File: src/uhcc_map.svh
// named offsets, bit positions and reset values of the usb host control register
// included by the package and the top module; definitions only
`ifndef UHCC_MAP_SVH
`define UHCC_MAP_SVH
`define UHCC_CTL_OFS      8'hE0
`define UHCC_CTL_RESET    32'h0000_0000
`define UHCC_SPREAD_BIT   31
`define UHCC_RESTART_BIT  30
`define UHCC_PLL_HI       29
`define UHCC_PLL_LO       24
`define UHCC_HIDE_BIT     23
`define UHCC_POL_BIT      22
`define UHCC_NOPPC_BIT    16
`define UHCC_DIS_HI       11
`define UHCC_DIS_LO       8
`define UHCC_RSVD_A_MASK  32'h003E_0000
`define UHCC_RSVD_B_MASK  32'h0000_F000
`define UHCC_NOREM_MASK   32'h0000_00FF
`define UHCC_PTR_HIDDEN   8'h00
`define UHCC_BAR_HIDDEN   32'h0000_0000
`define UHCC_PLL_DEFAULT  6'h00
`endif

File: src/uhcc_pkg.sv
// types shared by the usb host control register block
// assumes uhcc_map.svh sits in the include path
package uhcc_pkg;
  `include "uhcc_map.svh"
  // stored fields of the control register
  typedef struct packed {
    logic       spread_off;
    logic       restart;
    logic [5:0] pll;
    logic       hide;
    logic       pol;
    logic       no_ppc;
    logic [3:0] port_off;
  } uhcc_ctl_t;
  // one configuration access
  typedef struct packed {
    logic        wr;
    logic        rd;
    logic [7:0]  addr;
    logic [3:0]  be;
    logic [31:0] wdata;
  } uhcc_req_t;
endpackage : uhcc_pkg

File: src/uhcc_top.sv
// usb host control configuration register with its output controls
// assumes a config-space agent issuing single-cycle read/write strobes on clk_in;
// rst_in is the internal power-on reset; pci express and global resets arrive on pins
//
// Operation
// - power-on or global reset clears the whole register to zero.
// - bit 31 set turns off usb clock spread spectrum.
// - writing 1 to bit 30 restarts the oscillator with current frequency settings.
// - only the first write to bit 30 after power-up is accepted.
// - strap high: bits 29:24 drive pll and oscillator frequency selects.
// - strap low: bits 29:24 have no effect on pll or oscillator.
// - after bit 30 is set, bits 29:24 cannot change.
// - bit 23 set hides capability pointer at 71h and bars at 18h, 1Ch.
// - bit 22 clear: power outputs active low, pull-downs enabled.
// - bit 22 set: power outputs active high, pull-downs disabled.
// - bits 21:17 read as zero.
// - bit 16 clear reports the port power control capability as 1.
// - bit 16 set reports the port power control capability as 0.
// - bits 15:12 read as zero.
// - bits 8 to 11 disable downstream ports 1 to 4.
// - on a two-port build, port 3 and 4 disables do nothing.
// - bits 30, 29:24 and 22 survive a pci express reset.
`timescale 1ns/1ps
// the guard in the map header makes this second include harmless
`include "uhcc_map.svh"

module uhcc_top
  import uhcc_pkg::*;
#(
  parameter int NUM_PORTS = 4
) (
  // clock and resets
  input  wire logic        clk_in,
  input  wire logic        rst_in,
  input  wire logic        perst_n_in,
  input  wire logic        global_reset_n_in,
  // configuration access
  input  wire uhcc_req_t   cfg_in,
  output logic [31:0]      cfg_rdata_out,
  output logic             cfg_rvalid_out,
  // pins and strap
  input  wire logic        rate_strap_input_in,
  input  wire logic [3:0]  power_request_in,
  output logic [3:0]       port_power_outputs_out,
  output logic [3:0]       power_pulldown_en_out,
  // clocking controls
  output logic             clock_spread_off_out,
  output logic             osc_restart_out,
  output logic [5:0]       pll_rate_choice_out,
  output logic [5:0]       osc_rate_select_out,
  // capability, hiding and port disables
  input  wire logic [7:0]  next_ptr_in,
  input  wire logic [31:0] bar2_in,
  input  wire logic [31:0] bar3_in,
  output logic [7:0]       next_ptr_out,
  output logic [31:0]      bar2_out,
  output logic [31:0]      bar3_out,
  output logic             power_switch_cap_flag_out,
  output logic [3:0]       port_off_out
);

  // two-stage synchronisers for perst, global reset and the strap
  logic [2:0] sync_a;
  logic [2:0] sync_b;
  always_ff @(posedge clk_in) begin
    if (rst_in) begin
      sync_a <= 3'h7;
      sync_b <= 3'h7;
    end else begin
      sync_a <= {perst_n_in, global_reset_n_in, rate_strap_input_in};
      sync_b <= sync_a;
    end
  end

  wire perst_hit  = ~sync_b[2];
  wire global_reset_n_hit   = ~sync_b[1];
  wire strap_high = sync_b[0];
  wire sticky_clr = rst_in | global_reset_n_hit;
  wire plain_clr  = sticky_clr | perst_hit;

  uhcc_ctl_t ctl;
  logic      restart_used;

  // write decode
  wire        hit      = cfg_in.addr == `UHCC_CTL_OFS;
  wire        wr_hit   = cfg_in.wr & hit;
  wire [31:0] wd       = cfg_in.wdata;
  wire        be3      = wr_hit & cfg_in.be[3];
  wire        be2      = wr_hit & cfg_in.be[2];
  wire        be1      = wr_hit & cfg_in.be[1];
  wire        pll_lock = ctl.restart;
  wire        rst_take = be3 & ~restart_used;
  wire        rst_fire = rst_take & wd[`UHCC_RESTART_BIT];

  // no port may be disabled beyond the ones the build has
  wire [3:0] port_exist = 4'((5'h01 << NUM_PORTS) - 5'h01);

  // read image; reserved and non-removable bits read as zero
  wire [31:0] ctl_word;
  assign ctl_word[`UHCC_SPREAD_BIT]            = ctl.spread_off;
  assign ctl_word[`UHCC_RESTART_BIT]           = ctl.restart;
  assign ctl_word[`UHCC_PLL_HI:`UHCC_PLL_LO]   = ctl.pll;
  assign ctl_word[`UHCC_HIDE_BIT]              = ctl.hide;
  assign ctl_word[`UHCC_POL_BIT]               = ctl.pol;
  assign ctl_word[`UHCC_POL_BIT-1:`UHCC_NOPPC_BIT+1] = 5'h00;
  assign ctl_word[`UHCC_NOPPC_BIT]             = ctl.no_ppc;
  assign ctl_word[`UHCC_NOPPC_BIT-1:`UHCC_DIS_HI+1]  = 4'h0;
  assign ctl_word[`UHCC_DIS_HI:`UHCC_DIS_LO]   = ctl.port_off;
  assign ctl_word[`UHCC_DIS_LO-1:0]            = 8'h00;

  wire [31:0] next_rdata = (cfg_in.rd & hit) ? ctl_word : `UHCC_CTL_RESET;

  // write-once tracking lasts until the next power-up only
  always_ff @(posedge clk_in) begin
    if (rst_in)
      restart_used <= 1'b0;
    else if (be3)
      restart_used <= 1'b1;
  end

  // one process owns the whole register so each field has a single driver;
  // sticky fields see only power-on or global reset, and a clear beats a write
  always_ff @(posedge clk_in) begin
    if (sticky_clr) begin
      ctl.restart <= 1'b0;
      ctl.pll     <= `UHCC_PLL_DEFAULT;
      ctl.pol     <= 1'b0;
    end else begin
      if (rst_take)
        ctl.restart <= wd[`UHCC_RESTART_BIT];
      if (be3 & ~pll_lock)
        ctl.pll <= wd[`UHCC_PLL_HI:`UHCC_PLL_LO];
      if (be2)
        ctl.pol <= wd[`UHCC_POL_BIT];
    end
    if (plain_clr) begin
      ctl.spread_off <= 1'b0;
      ctl.hide       <= 1'b0;
      ctl.no_ppc     <= 1'b0;
      ctl.port_off   <= 4'h0;
    end else begin
      if (be3)
        ctl.spread_off <= wd[`UHCC_SPREAD_BIT];
      if (be2)
        ctl.hide <= wd[`UHCC_HIDE_BIT];
      if (be2)
        ctl.no_ppc <= wd[`UHCC_NOPPC_BIT];
      if (be1)
        ctl.port_off <= wd[`UHCC_DIS_HI:`UHCC_DIS_LO];
    end
  end

  // output decode
  wire [5:0] next_pll   = strap_high ? ctl.pll : `UHCC_PLL_DEFAULT;
  wire [3:0] next_power = ctl.pol ? power_request_in : ~power_request_in;
  wire [3:0] next_pdown = {4{~ctl.pol}};
  wire [3:0] next_off   = ctl.port_off & port_exist;

  always_ff @(posedge clk_in) begin
    if (rst_in) begin
      cfg_rdata_out  <= `UHCC_CTL_RESET;
      cfg_rvalid_out <= 1'b0;
    end else begin
      cfg_rdata_out  <= next_rdata;
      cfg_rvalid_out <= cfg_in.rd;
    end
  end

  always_ff @(posedge clk_in) begin
    if (rst_in) begin
      osc_restart_out <= 1'b0;
    end else begin
      osc_restart_out <= rst_fire;
    end
  end

  always_ff @(posedge clk_in) begin
    if (rst_in) begin
      clock_spread_off_out      <= 1'b0;
      pll_rate_choice_out       <= `UHCC_PLL_DEFAULT;
      osc_rate_select_out       <= `UHCC_PLL_DEFAULT;
      power_switch_cap_flag_out <= 1'b1;
      port_off_out              <= 4'h0;
    end else begin
      clock_spread_off_out      <= ctl.spread_off;
      pll_rate_choice_out       <= next_pll;
      osc_rate_select_out       <= next_pll;
      power_switch_cap_flag_out <= ~ctl.no_ppc;
      port_off_out              <= next_off;
    end
  end

  // pins stay at the inactive low-polarity level until reset ends
  always_ff @(posedge clk_in) begin
    if (rst_in) begin
      port_power_outputs_out <= 4'hF;
      power_pulldown_en_out  <= 4'hF;
    end else begin
      port_power_outputs_out <= next_power;
      power_pulldown_en_out  <= next_pdown;
    end
  end

  // hiding is applied here so the config mux downstream stays unaware of it
  always_ff @(posedge clk_in) begin
    if (rst_in) begin
      next_ptr_out <= `UHCC_PTR_HIDDEN;
      bar2_out     <= `UHCC_BAR_HIDDEN;
      bar3_out     <= `UHCC_BAR_HIDDEN;
    end else begin
      next_ptr_out <= ctl.hide ? `UHCC_PTR_HIDDEN : next_ptr_in;
      bar2_out     <= ctl.hide ? `UHCC_BAR_HIDDEN : bar2_in;
      bar3_out     <= ctl.hide ? `UHCC_BAR_HIDDEN : bar3_in;
    end
  end
endmodule : uhcc_top
File: config.mk
export PLATFORM = sky130hd
export DESIGN_NAME = uhcc_top
export DESIGN_NICKNAME = d
export VERILOG_FILES = /design/src/uhcc_pkg.sv /design/src/uhcc_top.sv
export VERILOG_INCLUDE_DIRS = /design/src
export SDC_FILE = /design/constraint.sdc
export NUM_CORES = 1
export LEC_CHECK = 0
export ABC_CLOCK_PERIOD_IN_PS = 3400
export BUFFER_PORTS_ARGS = -buffer_cell sky130_fd_sc_hd__buf_2
export CORE_AREA = 2 2 100 102
export CTS_CLUSTER_DIAMETER = 50
export DETAILED_ROUTE_END_ITERATION = 10
export DIE_AREA = 0 0 102 104
export PLACE_DENSITY_LB_ADDON = 0.05
export SYNTH_ARGS = -nofsm -noshare
export SYNTH_HDL_FRONTEND = slang
export SYNTH_SLANG_ARGS = --single-unit
File: constraint.sdc
create_clock -name clk_in -period 3.4 [get_ports clk_in]
set_clock_uncertainty 0.05 [all_clocks]
set_input_delay 1.02 -clock clk_in [delete_from_list [all_inputs] [get_ports clk_in]]
set_output_delay 1.02 -clock clk_in [all_outputs]
set_load 0.1 [all_outputs]
==> results of run 1 <==
==> synth_stat cells <==
cell and n:
nor2_1 2, xor2_1 4, inv_1 1, and4b_1 1, nand2b_1 7, nor4_1 1
mux2i_1 1, a41oi_1 1, o31ai_1 14, clkbuf_1 15, buf_4 26, nand4b_1 1
nand4_1 13, and2_1 95, or4_1 2, nor2b_1 8, a21oi_1 14, buf_2 1
nand3b_1 1, buf_1 2, and3_1 1, or2_2 6, and3b_1 2, conb_1 1
nor4_2 1, dfxtp_1 128, nand2_1 6
==> metal layers <==
metal / routed length (um) / part of all wire (%) / up-vias
met5: 0 / 0 / -
met3: 992 / 10 / 25
li1: - / - / 1552
met4: 290 / 3.0 / 0
met2: 4490 / 47 / 166
met1: 3810 / 40 / 1334
==> state kept, by name, summed over array words and instances, names as in the netlist <==
name / cells
restart_used: 1
osc_restart_out: 1
ctl: 10
clock_spread_off_out: 1
sync_a: 3
cfg_rvalid_out: 1
next_ptr_out: 8
bar2_out: 32
osc_rate_select_out: 6
port_off_out: 4
cfg_rdata_out: 15
sync_b: 3
power_pulldown_en_out: 1
pll_lock: 1
port_power_outputs_out: 4
power_switch_cap_flag_out: 1
next_off: 4
bar3_out: 32
==> cell type report <==
cell class | count | share of cell area, %
Sequential cell | 128 | 45.8
Multi-Input combinational cell | 198 | 21.8
Timing Repair Buffer | 229 | 20.7
Clock buffer | 22 | 7.91
Tap cell | 133 | 2.97
Clock inverter | 8 | 0.760
Inverter | 1 | 0.0670
==> per-stage QoR <==
stage          hold slack (ns)  cell area, sq um
2_1_floorplan            0.329              4040
3_3_place_gp             0.344              5110
3_5_place_dp             0.344              5110
4_1_cts                  0.358              5600
5_1_grt                  0.371              5600
6_report                 0.356              5600
==> power by group <==
group	leakage (uW)	internal, uW	switching, uW	total, uW
combinational	0.00147	108	516	623
sequential	0.00105	1550	11.1	1560
clock	0.000244	893	578	1470
==> worst max path at each step <==
stage	from	endpoint	slack (ns)	depth (start not counted)
5_1_grt	power_pulldown_en_out[0]$_SDFF_PP1_	power_pulldown_en_out[3]	0.98	1
4_1_cts	power_pulldown_en_out[0]$_SDFF_PP1_	power_pulldown_en_out[1]	1.00	1
3_5_place_dp	cfg_in[37]	pll_lock$_SDFFE_PP0P_	0.61	4
2_1_floorplan	power_pulldown_en_out[0]$_SDFF_PP1_	power_pulldown_en_out[1]	0.94	1
3_3_place_gp	cfg_in[37]	ctl[14]$_SDFFE_PP0P_	0.63	4
6_report	power_pulldown_en_out[0]$_SDFF_PP1_	power_pulldown_en_out[2]	1.03	1
==> cells in the final DEF, fill, tap and decap left out, drive strengths merged, types with 2 or more instances in the layout <==
cell type	n
a21oi	14
clkinv	7
dfxtp	128
nor4	2
nor2	2
o31ai	14
and3b	2
clkbuf	22
nand2	6
nand4	13
and2	95
conb	17
or2	6
nand2b	7
xor2	4
buf	229
nor2b	8
or4	2
==> cell families (layout without fill, tap and decap cells) <==
group,Yosys count,in the layout
and+or+nand+nor,147,147
DFF,128,128
buffers and inverters,45,260
AOI/OAI and AO/OA,29,29
xor gates and xnor gates,4,4
other,1,17
muxes,1,1
==> flow_summary.toml, run 1 <==
[synthesis]
synth_warnings = 0
synthAdderAreaFrac_pct = 0
synthMuxAreaShare_pct = 0.251
synth_xor_area_share_pct = 0.879
synth_cell_type_count = 27
synth_top_family_by_area = "simple AND/OR/NAND/NOR gates"
synth_area_leaders = "dfxtp_1 64%, and2_1 15%, buf_4 4.9%"
synth_seq_area_share_pct = 64.3
synth_cells = 355
synth_simple_gate_area_share_pct = 23.1
syn_area_sq_um = 3980
synth_seq_cells = 128
syn_area_per_cell_sq_um = 11.2
synth-compound-area-share_pct = 4.62
synth_top_cell_by_area = "dfxtp_1"
synth_top_area_share_pct = 64.3

[critical_path]
cp.required_ns = 2.33
cpMaxStageDelayCell = "buf_2"
end_kind = "primary output"
r2r_slack_ns = 2.01
r2r_cells = 3
crit_path_start_kind = "flop"
cp.arrival_ns = 1.30
crit_chain = "buf_2"
r2r-end = "bar3_out[22]$_SDFF_PP0_"
crit_type = "flop to primary output"
crit_fanout = 4
cpPeakStageDelay_ns = 0.44
cp_top_family = "buffers and inverters"
timing.rr.start = "ctl[6]$_SDFFE_PP0P_"
critPathBufInv = 1

[timing]
fmax_mhz = 423
drv_slew = 0
rsz0062_at_grt = "false"
timing.final.hold_violations = 0
min_period_ns = 2.37
setup-tns-final_ns = 0
worst_slack_ns = 1.03
setup_violations = 0
post-route-period-util_pct = 69.6
tightestPinTransition_ns = 0.605
maxSlewHeadroom_pct = 59.6

[clocking]
cts-root-buf = "clkbuf_8"
cts_setup_buffers = 0
cts_hold_buf = 0
cts_max_level = 4
clk_path_buf_depth = 2
cts_inserted_buffers = 17
worstSkewPairLatency_ns = 0.51
cts-resized-gates = 0
path_clk_slew_ns = 0.06
cts_sinks = 128
cts_tree = "built"

[floorplan]
ioPinCount = 259
fp-row-count = 36
design.core.area_sq_um = 9550
dieArea_sq_um = 10600
die_y_um = 104
start_util_pct = 41.7
fp.dieW_um = 102

[power]
power_density_nw_per_um2 = 653
power_uw = 3660
ir_drop_mv = 0.266
leakagePower_uw = 0.00277

[finish]
num_antenna_cells = 0
regArea_sq_um = 2560
layout-drive-gt1-share_pct = 44.9
fin_util_pct = 58.6
area_growth_syn_to_layout_pct = 40.6
stdcell_count = 719
final.fill_count = 879
multiInputGateArea_sq_um = 1220
fin_nets = 702

[global_routing]
grt_pass1_vias = 2873
met3_usage_pct = 8.06
grt.overflow.total = 0
grt_util_met2_pct = 27.9
grt_usage_pct = 18.3
grt_pass1_wl_um = 14800
grtUsageMet1_pct = 21.6
grt_max_degree = 34
top_usage_layer = "met2"
antenna_found_initial = 0

[routing]
drc = 0
wl_per_cell_um = 13.3
ant_nets = 0
drtIter0Drc = 128
num_vias = 3077
drtPass1Iterations = 4
wirelength_um = 9580
routed_via_density = 4.28

[place]
gp_congestion = 0.764
placedCellCount = 689
dp_hpwl_um = 7090
port_buffers = 223
place_ws_ns = 0.607

[run_status]
status = "completed"

[flow_run]
drv_cap = 0

[worst_hold_path]
hp-class = "flop to flop"
hold_end = "sync_b[1]$_SDFF_PP1_"
hold_start = "sync_a[1]$_SDFF_PP1_"
hold_depth = 1
Note: power is estimated with default switching activity, not from simulation.
==> run 2, diff against run 1 <==
Settings changed: ABC_CLOCK_PERIOD_IN_PS 3400 to 2300, CORE_AREA 2 2 100 102 to unset, CORE_MARGIN set to 2, CORE_UTILIZATION set to 42, DIE_AREA 0 0 102 104 to unset.
Clock period 3.4 ns to 2.3 ns, I/O delays scaled along.
==> run 2 against run 1 <==
  * Wire length down 3.1%
  * Critical endpoint is now power_pulldown_en_out[0]
  * Sequential power up 48%
  * Via count up 1.1%
  * Largest power group is now clock
  * Highest routed layer unchanged
  * Setup slack worse by 0.76 ns
  * Count of clock-buffer cells in the layout down 4
  * Sequential share of layout area down 1.3 points
  * Flip-flop and latch count unchanged
  * Die area down 3.1%
  * Critical path depth unchanged
  * Combinational power up 48%
==> flow_summary.toml, run 2 (synthesized netlist as in run 1, its figures left out) <==
[global_routing]
grt.overflow.total = 0
grt_usage_pct = 16.9
grt_max_degree = 73
antenna_found_initial = 0
grt_pass1_vias = 2746
grt_pass1_wl_um = 13400

[critical_path]
path_depth = 1
cp.arrival_ns = 1.29
cpPeakStageDelay_ns = 0.44
crit_fanout = 4
endpoint = "power_pulldown_en_out[0]"
r2r_cells = 3
cpMaxStageDelayCell = "buf_2"
crit_chain = "buf_2"
crit_start = "power_pulldown_en_out[0]$_SDFF_PP1_"
cp_top_family = "buffers and inverters"
crit_path_start_kind = "flop"
cp.required_ns = 1.56
timing.rr.start = "pll_lock$_SDFFE_PP0P_"
end_kind = "primary output"
r2r_slack_ns = 1.15
r2r-end = "ctl[10]$_SDFFE_PP0P_"
critPathBufInv = 1
crit_type = "flop to primary output"

[routing]
routed_via_density = 4.32
num_vias = 3112
drtIter0Drc = 68
ant_nets = 0
drc = 0
drtPass1Iterations = 4
wl_per_cell_um = 12.9
wirelength_um = 9280

[timing]
drv_slew = 0
tightestPinTransition_ns = 0.512
fmax_mhz = 494
timing.final.hold_violations = 0
rsz0062_at_grt = "false"
maxSlewHeadroom_pct = 66.1
post-route-period-util_pct = 88.1
setup-tns-final_ns = 0
min_period_ns = 2.03
setup_violations = 0

[floorplan]
dieArea_sq_um = 10300
fp.dieW_um = 101
die_y_um = 101
design.core.area_sq_um = 9240
fp-row-count = 35
start_util_pct = 43.1
ioPinCount = 259

[power]
ir_drop_mv = 0.521
leakagePower_uw = 0.00284
power_uw = 6010
power_density_nw_per_um2 = 1040

[clocking]
worstSkewPairLatency_ns = 0.50
path_clk_slew_ns = 0.06
cts_tree = "built"
cts-resized-gates = 0
cts_sinks = 128
cts_max_level = 4
cts-root-buf = "clkbuf_8"
clk_path_buf_depth = 2
cts_hold_buf = 0
cts_setup_buffers = 0
cts_inserted_buffers = 17

[finish]
area_growth_syn_to_layout_pct = 44.7
reg_top3 = "bar2_out: 32 flops, bar3_out: 32 flops, cfg_rdata_out: 15 flops"
most-common-layout-cells = "223 x buf_2, 128 x dfxtp_1, 95 x and2_1"
fin_nets = 705
final_common_cell = "buf_2"
layout-drive-gt1-share_pct = 45.9
num_antenna_cells = 0

[place]
dp_hpwl_um = 6990
gp_congestion = 0.718
port_buffers = 223

[run_status]
status = "completed"

[flow_run]
drv_cap = 0

[worst_hold_path]
hp-class = "primary input to flop"
run 2: cell count changes in the layout (fill, tap and decap cells not counted), sizes merged:
| cell | previous run | this run |
|---|---|---|
| bufinv | 0 | 4 |
| clkinvlp | 1 | 2 |
| clkbuf | 22 | 18 |
| clkinv | 7 | 2 |
| inv | 1 | 7 |
| buf | 229 | 232 |
run 2: worst min path at each step:
stage / from / endpoint / depth (start not counted)
2_1_floorplan: ctl[4]$_SDFFE_PP0P_ / power_switch_cap_flag_out$_SDFF_PP1_ / 1
3_3_place_gp: sync_a[2]$_SDFF_PP1_ / sync_b[2]$_SDFF_PP1_ / 1
3_5_place_dp: sync_a[1]$_SDFF_PP1_ / sync_b[1]$_SDFF_PP1_ / 1
4_1_cts: global_reset_n_in / sync_a[1]$_SDFF_PP1_ / 2
5_1_grt: rate_strap_input_in / sync_a[0]$_SDFF_PP1_ / 2
6_report: global_reset_n_in / sync_a[1]$_SDFF_PP1_ / 2
run 2: area by class of cell:
| class | instances | area, sq um |
|---|---|---|
| clock inverter | 14 | 201 |
| sequential | 128 | 2560 |
| tap | 129 | 161 |
| fill | 791 | 3480 |
| inverter | 1 | 3.75 |
| multi-input combinational | 198 | 1220 |
| clock buffer | 18 | 418 |
| timing repair buffer | 232 | 1200 |
run 2: stage by stage:
step | cell area [sq um] | utilization, % | setup WS, ns | hold slack [ns] | std cells
global placement | 5140 | 55.7 | 0.143 | 0.342 | 688
CTS | 5760 | 62.4 | 0.246 | 0.295 | 720
global route | 5760 | 62.4 | 0.206 | 0.304 | 720
floorplan | 4040 | - | 0.168 | 0.329 | 371
detailed placement | 5140 | 55.7 | 0.0889 | 0.347 | 688
finish | 5760 | 62.4 | 0.274 | 0.322 | 720
run 2: report_power, final:
group          switching, uW  internal [uW]  total, uW  leakage (uW)
logic                    763            162        925       0.00149
registers               15.1           2290       2310       0.00105
clock network           1000           1780       2780      0.000298
run 2: layer usage:
layer | global-route usage [%] | vias to the layer above | share of wire, %
met5 | 0 | - | 0
met4 | 6.76 | 0 | 1.4
met3 | 6.76 | 12 | 8.7
met2 | 27.6 | 160 | 48
met1 | 20.0 | 1387 | 42
li1 | - | 1553 | -
